--- src/verilog/bpsp_pkg.sv ---
// Package for the protection and speed-pulse block: counts, widths, states.
// Assumes a single 200 MHz ref_clk domain and a synchronous active-high reset.
package bpsp_pkg;
  localparam int CLK_MHZ          = 200;
  localparam int FILT_CYCLES      = 5;
  localparam int CARRIER_DIV      = 252;
  localparam int RUN_TIME_S       = 5;
  localparam int STOP_TIME_S      = 30;
  // A 30 s stop at 200 MHz does not fit in 32 bits
  localparam longint RUN_TICKS    = longint'(RUN_TIME_S) * CLK_MHZ * 1000000;
  localparam longint STOP_TICKS   = longint'(STOP_TIME_S) * CLK_MHZ * 1000000;
  localparam int ANGLE_W          = 5;
  localparam int ANGLE_MAX_DEG    = 58;
  localparam int DEG_W            = 6;
  localparam logic [2:0] PPR_THREE = 3'h3;
  localparam logic [2:0] PPR_ONE   = 3'h1;
  localparam logic [2:0] CNT_RST   = 3'h0;
  // Synchroniser reset: sense open and rate select start at their safe level
  localparam logic [4:0] SYNC_RST  = 5'h12;
  typedef enum logic [1:0] {BPSP_RUN, BPSP_TRIP, BPSP_STALL} bpsp_state_e;
endpackage

--- src/verilog/bpsp_if.sv ---
// Interface carrying the filter handshake between top and filter.
// Assumes both ends on ref_clk.
interface bpsp_filt_if;
  logic raw;
  logic accepted;
  modport top (output raw, input accepted);
  modport filt (input raw, output accepted);
endinterface

--- src/verilog/bpsp_filter.sv ---
// Persistence filter for the over-current comparator level.
// Assumes the input is already synchronised to ref_clk.
module bpsp_filter #(
  parameter int N = 5
) (
  input  wire logic ref_clk,
  input  wire logic srst,
  bpsp_filt_if.filt f
);
  import bpsp_pkg::*;
  logic [3:0] cnt_reg;
  logic [3:0] cnt_next;
  logic       acc_reg;
  logic       acc_next;
  always_comb begin
    cnt_next = 4'h0;
    acc_next = 1'b0;
    if (f.raw) begin
      if (cnt_reg >= 4'(N - 1)) begin
        cnt_next = cnt_reg;
        acc_next = 1'b1;
      end else begin
        cnt_next = cnt_reg + 4'h1;
      end
    end
  end
  always_ff @(posedge ref_clk) begin
    if (srst) begin
      cnt_reg <= 4'h0;
      acc_reg <= 1'b0;
    end else begin
      cnt_reg <= cnt_next;
      acc_reg <= acc_next;
    end
  end
  assign f.accepted = acc_reg;
endmodule

--- src/verilog/bpsp_top.sv ---
// Top of the protection, stall-stop, lead clip and speed-pulse logic.
// Assumes comparator levels and hall edge events arrive from outside ref_clk.
module bpsp_top
  import bpsp_pkg::*;
#(
  parameter longint RUN_CYC  = bpsp_pkg::RUN_TICKS,
  parameter longint STOP_CYC = bpsp_pkg::STOP_TICKS,
  parameter int     CAR_DIV  = bpsp_pkg::CARRIER_DIV
) (
  input  wire logic                        ref_clk,
  input  wire logic                        srst,
  input  wire logic [5:0]                  comm_in,
  input  wire logic                        overcurrent_in,
  input  wire logic                        sense_open_in,
  input  wire logic                        hall_edge_in,
  input  wire logic                        rev_mark_in,
  input  wire logic                        pulse_rate_select,
  input  wire logic [bpsp_pkg::ANGLE_W-1:0] advance_angle_in,
  input  wire logic [bpsp_pkg::ANGLE_W-1:0] lead_upper_limit,
  output logic      [5:0]                  comm_out,
  output logic                             speed_pulse_out,
  output logic      [bpsp_pkg::DEG_W-1:0]  lead_angle_deg,
  output logic                             stall_detect_cap
);
  import bpsp_pkg::*;

  // Timer sized from the longer interval; the full 30 s stop needs 33 bits
  localparam longint TMR_MAX = (RUN_CYC > STOP_CYC) ? RUN_CYC : STOP_CYC;
  localparam int     TMR_W   = $clog2(TMR_MAX + 1);
  bpsp_filt_if fi ();
  logic [4:0]         s1_reg;
  logic [4:0]         s1_next;
  logic [4:0]         s2_reg;
  logic [4:0]         s2_next;
  logic [1:0]         e_reg;
  logic [1:0]         e_next;
  bpsp_state_e        st_reg;
  bpsp_state_e        st_next;
  logic [7:0]         car_reg;
  logic [7:0]         car_next;
  logic [TMR_W-1:0]   tmr_reg;
  logic [TMR_W-1:0]   tmr_next;
  logic [5:0]         out_reg;
  logic [5:0]         out_next;
  logic               fg_reg;
  logic               fg_next;
  logic [5:0]         deg_reg;
  logic [5:0]         deg_next;
  logic               car_end;
  logic               hall_rise;
  logic               hall_chg;
  logic               rev_chg;
  logic               open_s;
  logic               rate_three;
  logic               run_expired;
  logic               stop_expired;
  logic [ANGLE_W-1:0] clip;

  bpsp_filter #(.N(FILT_CYCLES)) u_filt (
    .ref_clk (ref_clk),
    .srst    (srst),
    .f       (fi.filt)
  );

  // Two-flop synchronisers; edge logic reads only the second stage
  // Sense-open and rate-select stages reset high, so an open sense pin
  // cannot pass commutation while the synchroniser is still filling
  always_comb begin
    s1_next = {pulse_rate_select, rev_mark_in, hall_edge_in, sense_open_in, overcurrent_in};
    s2_next = s1_reg;
    e_next  = s2_reg[3:2];
  end
  always_ff @(posedge ref_clk) begin
    if (srst) begin
      s1_reg <= SYNC_RST;
      s2_reg <= SYNC_RST;
      e_reg  <= 2'h0;
    end else begin
      s1_reg <= s1_next;
      s2_reg <= s2_next;
      e_reg  <= e_next;
    end
  end

  assign fi.raw       = s2_reg[0];
  assign open_s       = s2_reg[1];
  assign rate_three   = s2_reg[4];
  assign hall_rise    = s2_reg[2] & ~e_reg[0];
  assign hall_chg     = s2_reg[2] ^ e_reg[0];
  assign rev_chg      = s2_reg[3] ^ e_reg[1];
  assign car_end      = (car_reg == 8'(CAR_DIV - 1));
  assign run_expired  = (tmr_reg >= TMR_W'(RUN_CYC - 1));
  assign stop_expired = (tmr_reg >= TMR_W'(STOP_CYC - 1));
  assign clip         = (advance_angle_in > lead_upper_limit) ? lead_upper_limit
                                                              : advance_angle_in;

  // Free-running carrier counter; its period sets when a trip may release
  always_comb begin
    car_next = car_end ? 8'h00 : car_reg + 8'h01;
  end
  always_ff @(posedge ref_clk) begin
    if (srst) begin
      car_reg <= 8'h00;
    end else begin
      car_reg <= car_next;
    end
  end

  // Stall timer runs while driving and through the stall stop; a trip clears it, so a long trip
  // is not mistaken for a restrained rotor
  always_comb begin
    st_next  = st_reg;
    tmr_next = tmr_reg;
    unique case (st_reg)
      BPSP_RUN: begin
        if (fi.accepted) begin
          st_next = BPSP_TRIP;
        end
        if (hall_rise) begin
          tmr_next = '0;
        end else if (run_expired) begin
          st_next  = BPSP_STALL;
          tmr_next = '0;
        end else begin
          tmr_next = tmr_reg + TMR_W'(1);
        end
      end
      BPSP_TRIP: begin
        tmr_next = '0;
        if (car_end && !fi.accepted) begin
          st_next = BPSP_RUN;
        end
      end
      BPSP_STALL: begin
        if (stop_expired) begin
          st_next  = BPSP_RUN;
          tmr_next = '0;
        end else begin
          tmr_next = tmr_reg + TMR_W'(1);
        end
      end
    endcase
  end
  always_ff @(posedge ref_clk) begin
    if (srst) begin
      st_reg  <= BPSP_RUN;
      tmr_reg <= '0;
    end else begin
      st_reg  <= st_next;
      tmr_reg <= tmr_next;
    end
  end

  // Forced-low has priority over commutation; open sense disables all
  // The accepted flag gates at once, a cycle before the trip state shows
  always_comb begin
    out_next = comm_in;
    if (st_reg != BPSP_RUN || fi.accepted) begin
      out_next = 6'h00;
    end
    if (open_s) begin
      out_next = 6'h00;
    end
  end
  always_ff @(posedge ref_clk) begin
    if (srst) begin
      out_reg <= 6'h00;
    end else begin
      out_reg <= out_next;
    end
  end

  // One marker is one full pulse: the output toggles on both of its edges
  // Markers shorter than one clock may be lost in the synchroniser
  always_comb begin
    fg_next = fg_reg;
    if (rate_three) begin
      if (hall_chg) begin
        fg_next = ~fg_reg;
      end
    end else begin
      if (rev_chg) begin
        fg_next = ~fg_reg;
      end
    end
  end
  always_ff @(posedge ref_clk) begin
    if (srst) begin
      fg_reg <= 1'b0;
    end else begin
      fg_reg <= fg_next;
    end
  end

  // Degrees = code*58/31, so the full code lands on 58 with no extra clamp
  always_comb begin
    deg_next = 6'((11'(clip) * 11'(ANGLE_MAX_DEG)) / 11'((1 << ANGLE_W) - 1));
  end
  always_ff @(posedge ref_clk) begin
    if (srst) begin
      deg_reg <= 6'h00;
    end else begin
      deg_reg <= deg_next;
    end
  end

  // Stall flag comes straight from the state register
  assign comm_out         = out_reg;
  assign speed_pulse_out  = fg_reg;
  assign lead_angle_deg   = deg_reg;
  assign stall_detect_cap = (st_reg == BPSP_STALL);
endmodule

--- config.mk ---
export PLATFORM = sky130hd
export DESIGN_NAME = bpsp_top
export DESIGN_NICKNAME = d
export VERILOG_FILES = /design/src/verilog/bpsp_pkg.sv /design/src/verilog/bpsp_if.sv /design/src/verilog/bpsp_filter.sv /design/src/verilog/bpsp_top.sv
export SDC_FILE = /design/constraint.sdc
export NUM_CORES = 1
export LEC_CHECK = 0
export BUFFER_PORTS_ARGS = -buffer_cell sky130_fd_sc_hd__clkbuf_2
export CORE_MARGIN = 3
export CORE_UTILIZATION = 63
export CTS_BUF_LIST = sky130_fd_sc_hd__clkbuf_4 sky130_fd_sc_hd__clkbuf_8
export DETAILED_ROUTE_END_ITERATION = 8
export PLACE_DENSITY = 0.83
export SYNTH_ARGS = -nofsm -noshare
export SYNTH_HDL_FRONTEND = slang
export SYNTH_SLANG_ARGS = --single-unit
--- constraint.sdc ---
create_clock -name ref_clk -period 7.76 [get_ports ref_clk]
set_clock_uncertainty 0.1 [all_clocks]
set_input_delay 0 -clock ref_clk [delete_from_list [all_inputs] [get_ports ref_clk]]
set_output_delay 0 -clock ref_clk [all_outputs]
set_load 0.01 [all_outputs]
==> impl_metrics.env, run 1 <==
export IMPL_status="complete, no violations"
export IMPL_synth_nets=618
export IMPL_synth_top_cell_by_area="dfxtp_1"
export IMPL_reg2reg_from="tmr_reg[2]$_SDFF_PP0_"
export IMPL_reg2reg_to="tmr_reg[21]$_SDFF_PP0_"
export IMPL_grt_pass1_vias=4084
export IMPL_power_leakage_nw=2.213
export IMPL_p_int_mw=1.091
export IMPL_initial_utilization=0.6529
export IMPL_core_um2=7292
export IMPL_drt_total_wl_mm=10.23
export IMPL_grt_pass1_wl_mm=17.88
export IMPL_drc=0
export IMPL_p_sw_mw=1.108
export IMPL_final_area_um2=5301
export IMPL_syn_to_final_growth_pct=11.35
export IMPL_synth_async_sr_flop_share=0
export IMPL_drt_iter0_markers=129
export IMPL_setup_violations=0
export IMPL_ant_nets=0
export IMPL_num_vias=4129
export IMPL_cts_sinks=73
export IMPL_dieWidth_um=92.93
export IMPL_synth_seq_cells=73
export IMPL_worst_slew_pin_slew_ns=1.012
export IMPL_worstHoldStart="srst"
export IMPL_finalPower_mw=2.200
export IMPL_cts_resized=0
export IMPL_post_cts_setup_buffers=0
export IMPL_htreeDepth=3
export IMPL_vias_per_cell=5.824
export IMPL_p_per_area_nw_per_um2=414.9
export IMPL_grt_setup_unrepaired="no"
export IMPL_setup_tns_ns=0
export IMPL_synth_area_leaders="dfxtp_1 31%, ha_1 8.7%, xor2_1 5.9%"
export IMPL_min_period_ns=6.914
export IMPL_seq_area_frac_synth=0.3070
export IMPL_antenna_found_initial=0
export IMPL_max_freq_mhz=144.6
export IMPL_die_area_um2=8636
export IMPL_worst_path_max_fanout=11
export IMPL_synth_area_per_cell_um2=8.547
export IMPL_avgRoutedWirePerCell_um=14.43
export IMPL_first_pass_iters=5
export IMPL_seqPwrFrac=0.184
export IMPL_clk_latency_ns=0.35
export IMPL_finalNonFillerCells=709
export IMPL_layout_drive_gt1_share=0.1607
export IMPL_required_ns=7.88
export IMPL_chipHeight_um=92.93
export IMPL_min_to="st_reg[1]$_SDFFE_PP0P_"
export IMPL_final_common_cell="dfxtp_1"
export IMPL_cap_violations=0
export IMPL_gp_congestion=0.9441
export IMPL_start_kind="input pin"
export IMPL_whs_path_depth=2
export IMPL_io_buffers=36
export IMPL_clkTransAtPathRegs_ns=0.07
export IMPL_period_share=0.8910
export IMPL_cts_tree="done"
export IMPL_synth_top_area_frac=0.3070
export IMPL_synth_edff_count=0
export IMPL_layout_common_cells="73 x dfxtp_1, 71 x nor2_1, 44 x nand2_1"
export IMPL_synth_cells=557
export IMPL_max_stage_delay_ns=0.58
export IMPL_numCtsBuffers=9
export IMPL_dp_cells=682
export IMPL_crit_path_end_kind="flip-flop"
export IMPL_hold_class="input pin to flip-flop"
export IMPL_row_count=31
export IMPL_worst_ep_arrival_time_ns=7.03
export IMPL_dp_final_hpwl_mm=7.467
export IMPL_maxSlewHeadroom=0.3251
export IMPL_r2r_slack_ns=3.92
export IMPL_grtUsageTotal=0.2511
export IMPL_clock_path_buffers=2
export IMPL_clockPowerShare=0.121
export IMPL_num_antenna_cells=0
export IMPL_worstSetupPathType="input pin to flip-flop"
export IMPL_drv_slew=0
export IMPL_p_comb_frac=0.696
export IMPL_grt_max_degree=34
export IMPL_worst_r2r_path_depth=13
export IMPL_yosysWarnings=0
export IMPL_hold_viol_final=0
export IMPL_grt_overflow=0
export IMPL_yosys_cell_types_count=84
export IMPL_switching_share=0.5039
export IMPL_dpl_instance_area_um2=5017
export IMPL_largest_register_ffs=33
export IMPL_synth_flop_cell="dfxtp_1"
export IMPL_cts_root_buffer="clkbuf_8"
export IMPL_io_pins=37
export IMPL_layout_nets=666
export IMPL_synth_cell_area_um2=4761
export IMPL_vdd_drop_max_v=0.0003644
export IMPL_crit_path_top_delay_cell="fa_1"
==> Yosys cell counts, types with 4 or more instances <==
master	instances
or2_2	8
nor2_1	71
o21a_1	6
and2_1	12
o21ai_0	18
clkbuf_1	7
nand4_1	10
inv_1	28
fa_1	5
nor3_1	7
nor2b_1	11
xor2_1	32
a21oi_1	26
a31oi_1	5
mux2_2	5
and3_1	14
ha_1	33
nand2b_1	4
xnor2_1	15
dfxtp_1	73
a21o_1	4
nand2_1	44
nand3_1	22
o31ai_1	4
a211oi_1	4
mux2i_1	4
==> worst max-delay path, delay by kind of cell <==
family          cells  cell delay [ns]
xor+xnor            1             0.51
simple gates        5             1.00
mux                 2             0.77
compound gates     12             2.32
fa+ha+maj           5             1.88
buf+inv             4             0.53
==> power by group through the flow <==
stage / registers, mW / clock network, mW / logic [mW]
floorplan: 0.420 / 0 / 1.20
global placement: 0.413 / 0 / 1.44
detailed placement: 0.413 / 0 / 1.47
CTS: 0.405 / 0.270 / 1.49
global route: 0.406 / 0.285 / 1.66
finish: 0.404 / 0.265 / 1.53
==> worst max-delay path by stage <==
| stage | end | startpoint |
|---|---|---|
| after floorplan | lead_angle_deg[1]$_SDFF_PP0_ | lead_upper_limit[1] |
| after global placement | lead_angle_deg[1]$_SDFF_PP0_ | lead_upper_limit[1] |
| after detailed placement | lead_angle_deg[1]$_SDFF_PP0_ | lead_upper_limit[1] |
| after CTS | lead_angle_deg[1]$_SDFF_PP0_ | lead_upper_limit[1] |
| after global routing | lead_angle_deg[0]$_SDFF_PP0_ | lead_upper_limit[1] |
| final | lead_angle_deg[1]$_SDFF_PP0_ | lead_upper_limit[1] |
==> layer usage <==
layer	vias to the layer above	track usage	wire, um
met4	0	0.08181	189
met5	-	0	0
li1	2074	-	-
met3	17	0.06418	411
met1	1919	0.2899	4492
met2	119	0.4499	5138
==> layout make-up <==
type	count	area, um^2
Inverter	28	105.1
Clock buffer	10	131.4
Sequential cell	73	1461
Multi-Input combinational cell	445	3139
Fill cell	572	1991
Tap cell	99	123.9
Clock inverter	6	42.54
Timing Repair Buffer	48	297.8
==> kinds of logic (layout without fill, tap and decap cells) <==
logic type,after synthesis,after routing,synth area share
mux,10,10,0.02339
fa+ha+maj,38,38,0.1078
xor+xnor,48,48,0.08988
simple gates,234,234,0.2552
buf+inv,39,92,0.03364
compound gates,115,115,0.1832
flops,73,73,0.3070
==> through the flow <==
step	hold WS (ns)	utilization	worst slack [ns]
2_1_floorplan	0.003811	-	1.557
3_3_place_gp	0.08383	0.6881	0.8397
3_5_place_dp	0.08597	0.6881	0.6688
4_1_cts	0.04055	0.7270	0.9941
5_1_grt	0.07527	0.7270	0.4693
6_report	0.03362	0.7270	0.8456
==> what timing repair did <==
item                                    4_1_cts  5_1_grt
endpoints found under the setup margin        0        0
endpoints found under the hold margin        11        0
hold buffers                                 11        0
No activity file was read; power rests on OpenSTA's default activity.
==> inputs of run 2 (changes only) <==
--- a/config.mk
+++ b/config.mk
@@ -7,10 +7,10 @@
 export LEC_CHECK = 0
 export BUFFER_PORTS_ARGS = -buffer_cell sky130_fd_sc_hd__clkbuf_2
 export CORE_MARGIN = 3
-export CORE_UTILIZATION = 63
+export CORE_UTILIZATION = 55
 export CTS_BUF_LIST = sky130_fd_sc_hd__clkbuf_4 sky130_fd_sc_hd__clkbuf_8
 export DETAILED_ROUTE_END_ITERATION = 8
-export PLACE_DENSITY = 0.83
+export PLACE_DENSITY = 0.74
 export SYNTH_ARGS = -nofsm -noshare
 export SYNTH_HDL_FRONTEND = slang
 export SYNTH_SLANG_ARGS = --single-unit
==> run 2 against run 1 <==
Total power shrank 0.84%. Register-to-register slack gained 0.03 ns. First-iteration DRC count grew 83%. Largest power group unchanged.
==> impl_metrics.env, run 2 (same netlist as run 1, synthesis figures left out) <==
export IMPL_status="complete, no violations"
export IMPL_cts_tree="done"
export IMPL_clockPowerShare=0.125
export IMPL_clock_path_buffers=2
export IMPL_gp_congestion=0.9393
export IMPL_chipHeight_um=99.04
export IMPL_grtUsageTotal=0.2090
export IMPL_die_area_um2=9808
export IMPL_worstSetupPathType="input pin to flip-flop"
export IMPL_grt_pass1_wl_mm=17.35
export IMPL_drc=0
export IMPL_switching_share=0.4948
export IMPL_avgRoutedWirePerCell_um=13.66
export IMPL_startpoint="lead_upper_limit[1]"
export IMPL_io_pins=37
export IMPL_dp_final_hpwl_mm=7.258
export IMPL_num_antenna_cells=0
export IMPL_drv_slew=0
export IMPL_hold_viol_final=0
export IMPL_grt_max_degree=34
export IMPL_required_ns=7.87
export IMPL_grt_overflow=0
export IMPL_reg2reg_from="tmr_reg[2]$_SDFF_PP0_"
export IMPL_multi_input_area_um2=3139
export IMPL_cp_endpoint="lead_angle_deg[1]$_SDFF_PP0_"
export IMPL_setup_ws_ns=0.9228
export IMPL_numCtsBuffers=9
export IMPL_worst_r2r_path_depth=13
export IMPL_largest_register_ffs=33
export IMPL_min_period_ns=6.837
export IMPL_clk_latency_ns=0.34
export IMPL_cts_root_buffer="clkbuf_8"
export IMPL_cts_sinks=73
export IMPL_r2r_slack_ns=3.95
export IMPL_layout_nets=666
export IMPL_setup_violations=0
export IMPL_max_stage_delay_ns=0.57
export IMPL_grt_pass1_vias=3932
export IMPL_syn_to_final_growth_pct=11.72
export IMPL_htreeDepth=3
export IMPL_start_kind="input pin"
export IMPL_ant_nets=0
export IMPL_grt_setup_unrepaired="no"
export IMPL_fill_cells=715
export IMPL_drt_iter0_markers=236
export IMPL_first_pass_iters=5
export IMPL_worst_slew_pin_slew_ns=1.012
export IMPL_p_int_mw=1.102
export IMPL_power_leakage_nw=2.221
export IMPL_seqPwrFrac=0.186
export IMPL_reg2reg_to="tmr_reg[14]$_SDFF_PP0_"
export IMPL_dieWidth_um=99.04
export IMPL_vias_per_cell=5.604
export IMPL_dpl_worst_slack_ns=0.5500
export IMPL_antenna_found_initial=0
export IMPL_num_vias=4007
export IMPL_vdd_drop_max_v=0.0003343
export IMPL_cts_resized=0
export IMPL_period_share=0.8811
export IMPL_clkTransAtPathRegs_ns=0.07
export IMPL_layout_drive_gt1_share=0.1607
export IMPL_cap_violations=0
export IMPL_maxSlewHeadroom=0.3255
export IMPL_p_comb_frac=0.688
export IMPL_drt_total_wl_mm=9.766
export IMPL_worst_path_max_fanout=11
export IMPL_worst_ep_arrival_time_ns=6.95
export IMPL_io_buffers=36
export IMPL_finalPower_mw=2.181
export IMPL_post_cts_setup_buffers=0
export IMPL_p_sw_mw=1.079
export IMPL_crit_path_end_kind="flip-flop"
export IMPL_hold_class="input pin to flip-flop"
export IMPL_max_freq_mhz=146.3
export IMPL_layout_common_cells="73 x dfxtp_1, 71 x nor2_1, 44 x nand2_1"
export IMPL_crit_path_top_delay_cell="fa_1"
export IMPL_initial_utilization=0.5736
export IMPL_seq_area_um2=1461
export IMPL_final_common_cell="dfxtp_1"
export IMPL_setup_tns_ns=0
export IMPL_p_per_area_nw_per_um2=410.1
export IMPL_core_um2=8299
export IMPL_row_count=33
[run 2: cell types whose count changed in the layout (fill, tap and decap cells not counted)]
cell / delta
clkbuf_8: +1
clkinv_2: -1
clkinvlp_4: -1
inv_6: +1
[run 2: critical path, delay by kind of cell]
family / cells / cell delay [ns]
mux: 2 / 0.72
simple gates: 5 / 0.98
xor+xnor: 1 / 0.50
fa+ha+maj: 5 / 1.89
buf+inv: 4 / 0.51
compound gates: 12 / 2.36
[run 2: worst min path at each step]
stage / start / cells past startpoint / slack (ns) / end
2_1_floorplan: sense_open_in / 1 / 0.004 / s1_reg[1]$_SDFF_PP1_
3_3_place_gp: pulse_rate_select / 2 / 0.08 / s1_reg[4]$_SDFF_PP1_
3_5_place_dp: sense_open_in / 2 / 0.09 / s1_reg[1]$_SDFF_PP1_
4_1_cts: srst / 2 / 0.06 / s1_reg[0]$_SDFF_PP0_
5_1_grt: srst / 2 / 0.11 / st_reg[1]$_SDFFE_PP0P_
6_report: srst / 2 / 0.07 / s2_reg[2]$_SDFF_PP0_
[run 2: area by class of cell]
cell class,instances,share of cell area
clock buffers,11,0.02729
clock inverters,5,0.007292
inverters,28,0.01976
multi-input cells,445,0.5902
flip-flops and latches,73,0.2748
well taps,105,0.02470
repair buffers,48,0.05599
[run 2: timing repair]
item	CTS	global route
endpoints found under the setup margin	0	0
endpoints found under the hold margin	11	0
hold buffers	11	0
[run 2: per-layer routing]
metal	vias up	GRT usage	wire (um)
li1	2060	-	-
met1	1855	0.2707	4514
met2	82	0.3580	4809
met3	10	0.03892	337
met4	0	0.05462	106
met5	-	0	0
[run 2: stage by stage]
step / cell area [um^2] / util / instances / hold slack [ns]
finish: 5319 / 0.6409 / 715 / 0.07314
global route: 5319 / 0.6409 / 715 / 0.1062
CTS: 5319 / 0.6409 / 715 / 0.06189
detailed placement: 5025 / 0.6055 / 688 / 0.09007
global placement: 5025 / 0.6055 / 688 / 0.08320
floorplan: 4761 / - / 557 / 0.003811
[run 2: power groups by stage]
stage	Clock, mW	Sequential (mW)	Combinational, mW
6_report	0.273	0.406	1.50
3_5_place_dp	0	0.415	1.46
4_1_cts	0.283	0.407	1.47
2_1_floorplan	0	0.420	1.20
5_1_grt	0.295	0.408	1.66
3_3_place_gp	0	0.415	1.45
==> inputs of run 3 (changes only) <==
--- a/config.mk
+++ b/config.mk
@@ -13,4 +13,5 @@
 export PLACE_DENSITY = 0.74
 export SYNTH_ARGS = -nofsm -noshare
 export SYNTH_HDL_FRONTEND = slang
+export SYNTH_HIERARCHICAL = 1
 export SYNTH_SLANG_ARGS = --single-unit
==> constraint.sdc (replaced) <==
create_clock -name ref_clk -period 6.6 [get_ports ref_clk]
set_clock_uncertainty 0.1 [all_clocks]
set_input_delay 0 -clock ref_clk [delete_from_list [all_inputs] [get_ports ref_clk]]
set_output_delay 0 -clock ref_clk [all_outputs]
set_load 0.01 [all_outputs]
==> run 3 against run 2 <==
Wire length grew 10%. First-iteration DRC count down 8.9%. Flip-flop and latch count did not move. Sequential power increased by 17%. Combinational power increased by 31%.
==> impl_metrics.env, run 3 <==
export IMPL_status="complete, no violations"
export IMPL_row_count=32
export IMPL_grt_use_met1=0.3006
export IMPL_synth_cells=575
export IMPL_avgRoutedWirePerCell_um=14.38
export IMPL_num_antenna_cells=0
export IMPL_ant_nets=0
export IMPL_p_per_area_nw_per_um2=505.1
export IMPL_fill_cells=672
export IMPL_period_share=0.9537
export IMPL_synth_flop_cell="dfxtp_1"
export IMPL_drv_slew=0
export IMPL_numCtsBuffers=9
export IMPL_clk_latency_ns=0.34
export IMPL_grt_setup_unrepaired="no"
export IMPL_use_met2=0.3775
export IMPL_synth_xor_area_frac=0.08825
export IMPL_die_area_um2=9622
export IMPL_worstSetupPathType="input pin to flip-flop"
export IMPL_synth_area_per_cell_um2=8.112
export IMPL_grt_pass1_wl_mm=18.37
export IMPL_start_kind="input pin"
export IMPL_synth_top_area_frac=0.3133
export IMPL_dieWidth_um=98.09
export IMPL_max_stage_delay_ns=0.55
export IMPL_final_common_cell="nor2_1"
export IMPL_yosysWarnings=6
export IMPL_synth_mux_area_frac=0.01931
export IMPL_grt_overflow=0
export IMPL_final_area_um2=5499
export IMPL_synth_async_sr_flop_share=0
export IMPL_synth_compound_area_frac=0.1695
export IMPL_dpl_instance_area_um2=5079
export IMPL_syn_to_final_growth_pct=17.89
export IMPL_multi_input_area_um2=3137
export IMPL_clock_path_buffers=2
export IMPL_dp_final_hpwl_mm=8.016
export IMPL_seq_area_um2=1461
export IMPL_num_vias=4382
export IMPL_io_pins=37
export IMPL_seq_area_frac_synth=0.3133
export IMPL_drt_total_wl_mm=10.79
export IMPL_grtUsageTotal=0.2247
export IMPL_synth_cell_area_um2=4664
export IMPL_vias_per_cell=5.843
export IMPL_synth_edff_count=0
export IMPL_yosys_cell_types_count=65
export IMPL_synth_top_family_by_area="simple AND/OR/NAND/NOR gates"
export IMPL_hold_class="input pin to flip-flop"
export IMPL_synth_area_leaders="dfxtp_1 31%, ha_1 9.4%, nor2_1 6.7%"
export IMPL_path_delay_family="simple AND/OR/NAND/NOR gates"
export IMPL_yosysMostFrequentCell="nor2_1"
export IMPL_grt_busiest_layer="met2"
export IMPL_cts_sinks=73
export IMPL_chipHeight_um=98.09
export IMPL_cap_violations=0
export IMPL_synth_adder_area_share=0.1025
export IMPL_htreeDepth=3
export IMPL_drc=0
export IMPL_crit_path_end_kind="flip-flop"
export IMPL_power_leakage_nw=2.250
export IMPL_worst_hold_slack_ns=0.05935
export IMPL_max_freq_mhz=158.9
export IMPL_yosys_top_cells_count="83 x nor2_1, 73 x dfxtp_1, 49 x nand2_1"
export IMPL_maxSlewHeadroom=0.2826
export IMPL_antenna_found_initial=0
export IMPL_grt_max_degree=33
export IMPL_io_buffers=36
export IMPL_critPathBufInv=3
export IMPL_first_pass_iters=5
export IMPL_drt_iter0_markers=215
export IMPL_cts_root_buffer="clkbuf_8"
export IMPL_clkTransAtPathRegs_ns=0.08
export IMPL_vdd_drop_max_v=0.0004350
export IMPL_initial_utilization=0.5854
export IMPL_synth_simple_gate_area_frac=0.2736
export IMPL_largest_register_ffs=33
export IMPL_layout_drive_gt1_share=0.1759
export IMPL_worst_ep_arrival_time_ns=6.40
export IMPL_gp_congestion=0.9743
export IMPL_use_met3=0.04286
export IMPL_worst_path_max_fanout=6
export IMPL_hold_viol_final=0
export IMPL_synth_seq_cells=73
export IMPL_synth_top_cell_by_area="dfxtp_1"
export IMPL_cts_tree="done"
export IMPL_grt_pass1_vias=4112
export IMPL_setup_tns_ns=0
export IMPL_min_period_ns=6.294
export IMPL_core_um2=7968
export IMPL_required_ns=6.71
export IMPL_worst_slew_pin_slew_ns=1.073
export IMPL_setup_violations=0
export IMPL_layout_common_cells="82 x nor2_1, 73 x dfxtp_1, 49 x nand2_1"
export IMPL_synth_nets=635
export IMPL_crit_path_top_delay_cell="or4_1"
export IMPL_layout_nets=703
-- run 3: changes by cell type after synthesis, sizes merged, moves of 6 or more --
cell   before  now
nand3      23   31
mux2        6    0
and3       14    6
nor2       71   83
inv        28   21
nor3        8   18
-- run 3: power breakdown --
group          total [mW]  internal [mW]  switching [mW]
sequential          0.475          0.467         0.00784
clock               0.347          0.178           0.169
combinational        1.96          0.805            1.15
total                2.78           1.45            1.33
-- run 3: layer usage --
metal,share of wire,vias up,routed length [um]
li1,-,2186,-
met1,0.46,2043,4932
met2,0.48,137,5169
met3,0.052,16,559
met4,0.012,0,126
met5,0,-,0
-- run 3: worst reg2reg max path: stages (launching register included) --
cell and delay [ns]:
dfxtp_1 0.36, or4_1 0.53, nor2_1 0.17, nand2_1 0.07, a21oi_1 0.15, nor2_1 0.05, o21ai_0 0.17, a31oi_1 0.11
o21ai_0 0.19, nand2_1 0.11, o21ai_0 0.22, nand2_1 0.67, a21oi_1 0.36
-- run 3: final timing paths --
| path | slack, ns | to | start | depth (start not counted) |
|---|---|---|---|---|
| worst max-delay path | 0.31 | lead_angle_deg[0]$_SDFF_PP0_ | advance_angle_in[2] | 25 |
| worst min-delay path | 0.06 | lead_angle_deg[5]$_SDFF_PP0_ | srst | 2 |
| worst max register to register | 3.25 | tmr_reg[13]$_SDFF_PP0_ | tmr_reg[20]$_SDFF_PP0_ | 12 |
| worst min register to register | 0.32 | s2_reg[4]$_SDFF_PP1_ | s1_reg[4]$_SDFF_PP1_ | 1 |
-- run 3: area by class of cell --
| type | instances | area share |
|---|---|---|
| tap | 102 | 0.02321 |
| multi-input combinational | 464 | 0.5704 |
| clock buffer | 9 | 0.02253 |
| clock inverter | 7 | 0.01411 |
| inverter | 21 | 0.01433 |
| sequential | 73 | 0.2658 |
| timing repair buffer | 74 | 0.08965 |
-- run 3: cells by family after synthesis --
logic type      after synthesis
simple gates                257
fa+ha+maj                    37
mux                           9
xor+xnor                     47
flops                        73
buf+inv                      38
compound gates              114
-- run 3: per-stage QoR --
stage                     power [mW]  instances  setup slack, ns  utilization
after global placement         2.245        719         -0.02416       0.6374
after global routing           2.989        750          0.01121       0.6902
after CTS                      2.630        746          0.05308       0.6765
after detailed placement       2.275        719          -0.2831       0.6374
after floorplan                1.761        575        0.0003442            -
final                          2.778        750           0.3056       0.6902
-- run 3: timing repair --
item | 4_1_cts | 5_1_grt
endpoints found under the hold margin | 11 | 0
endpoints found under the setup margin | 0 | 2
buffers inserted | 0 | 4
gates resized for setup | 0 | 20
hold buffers | 11 | 0
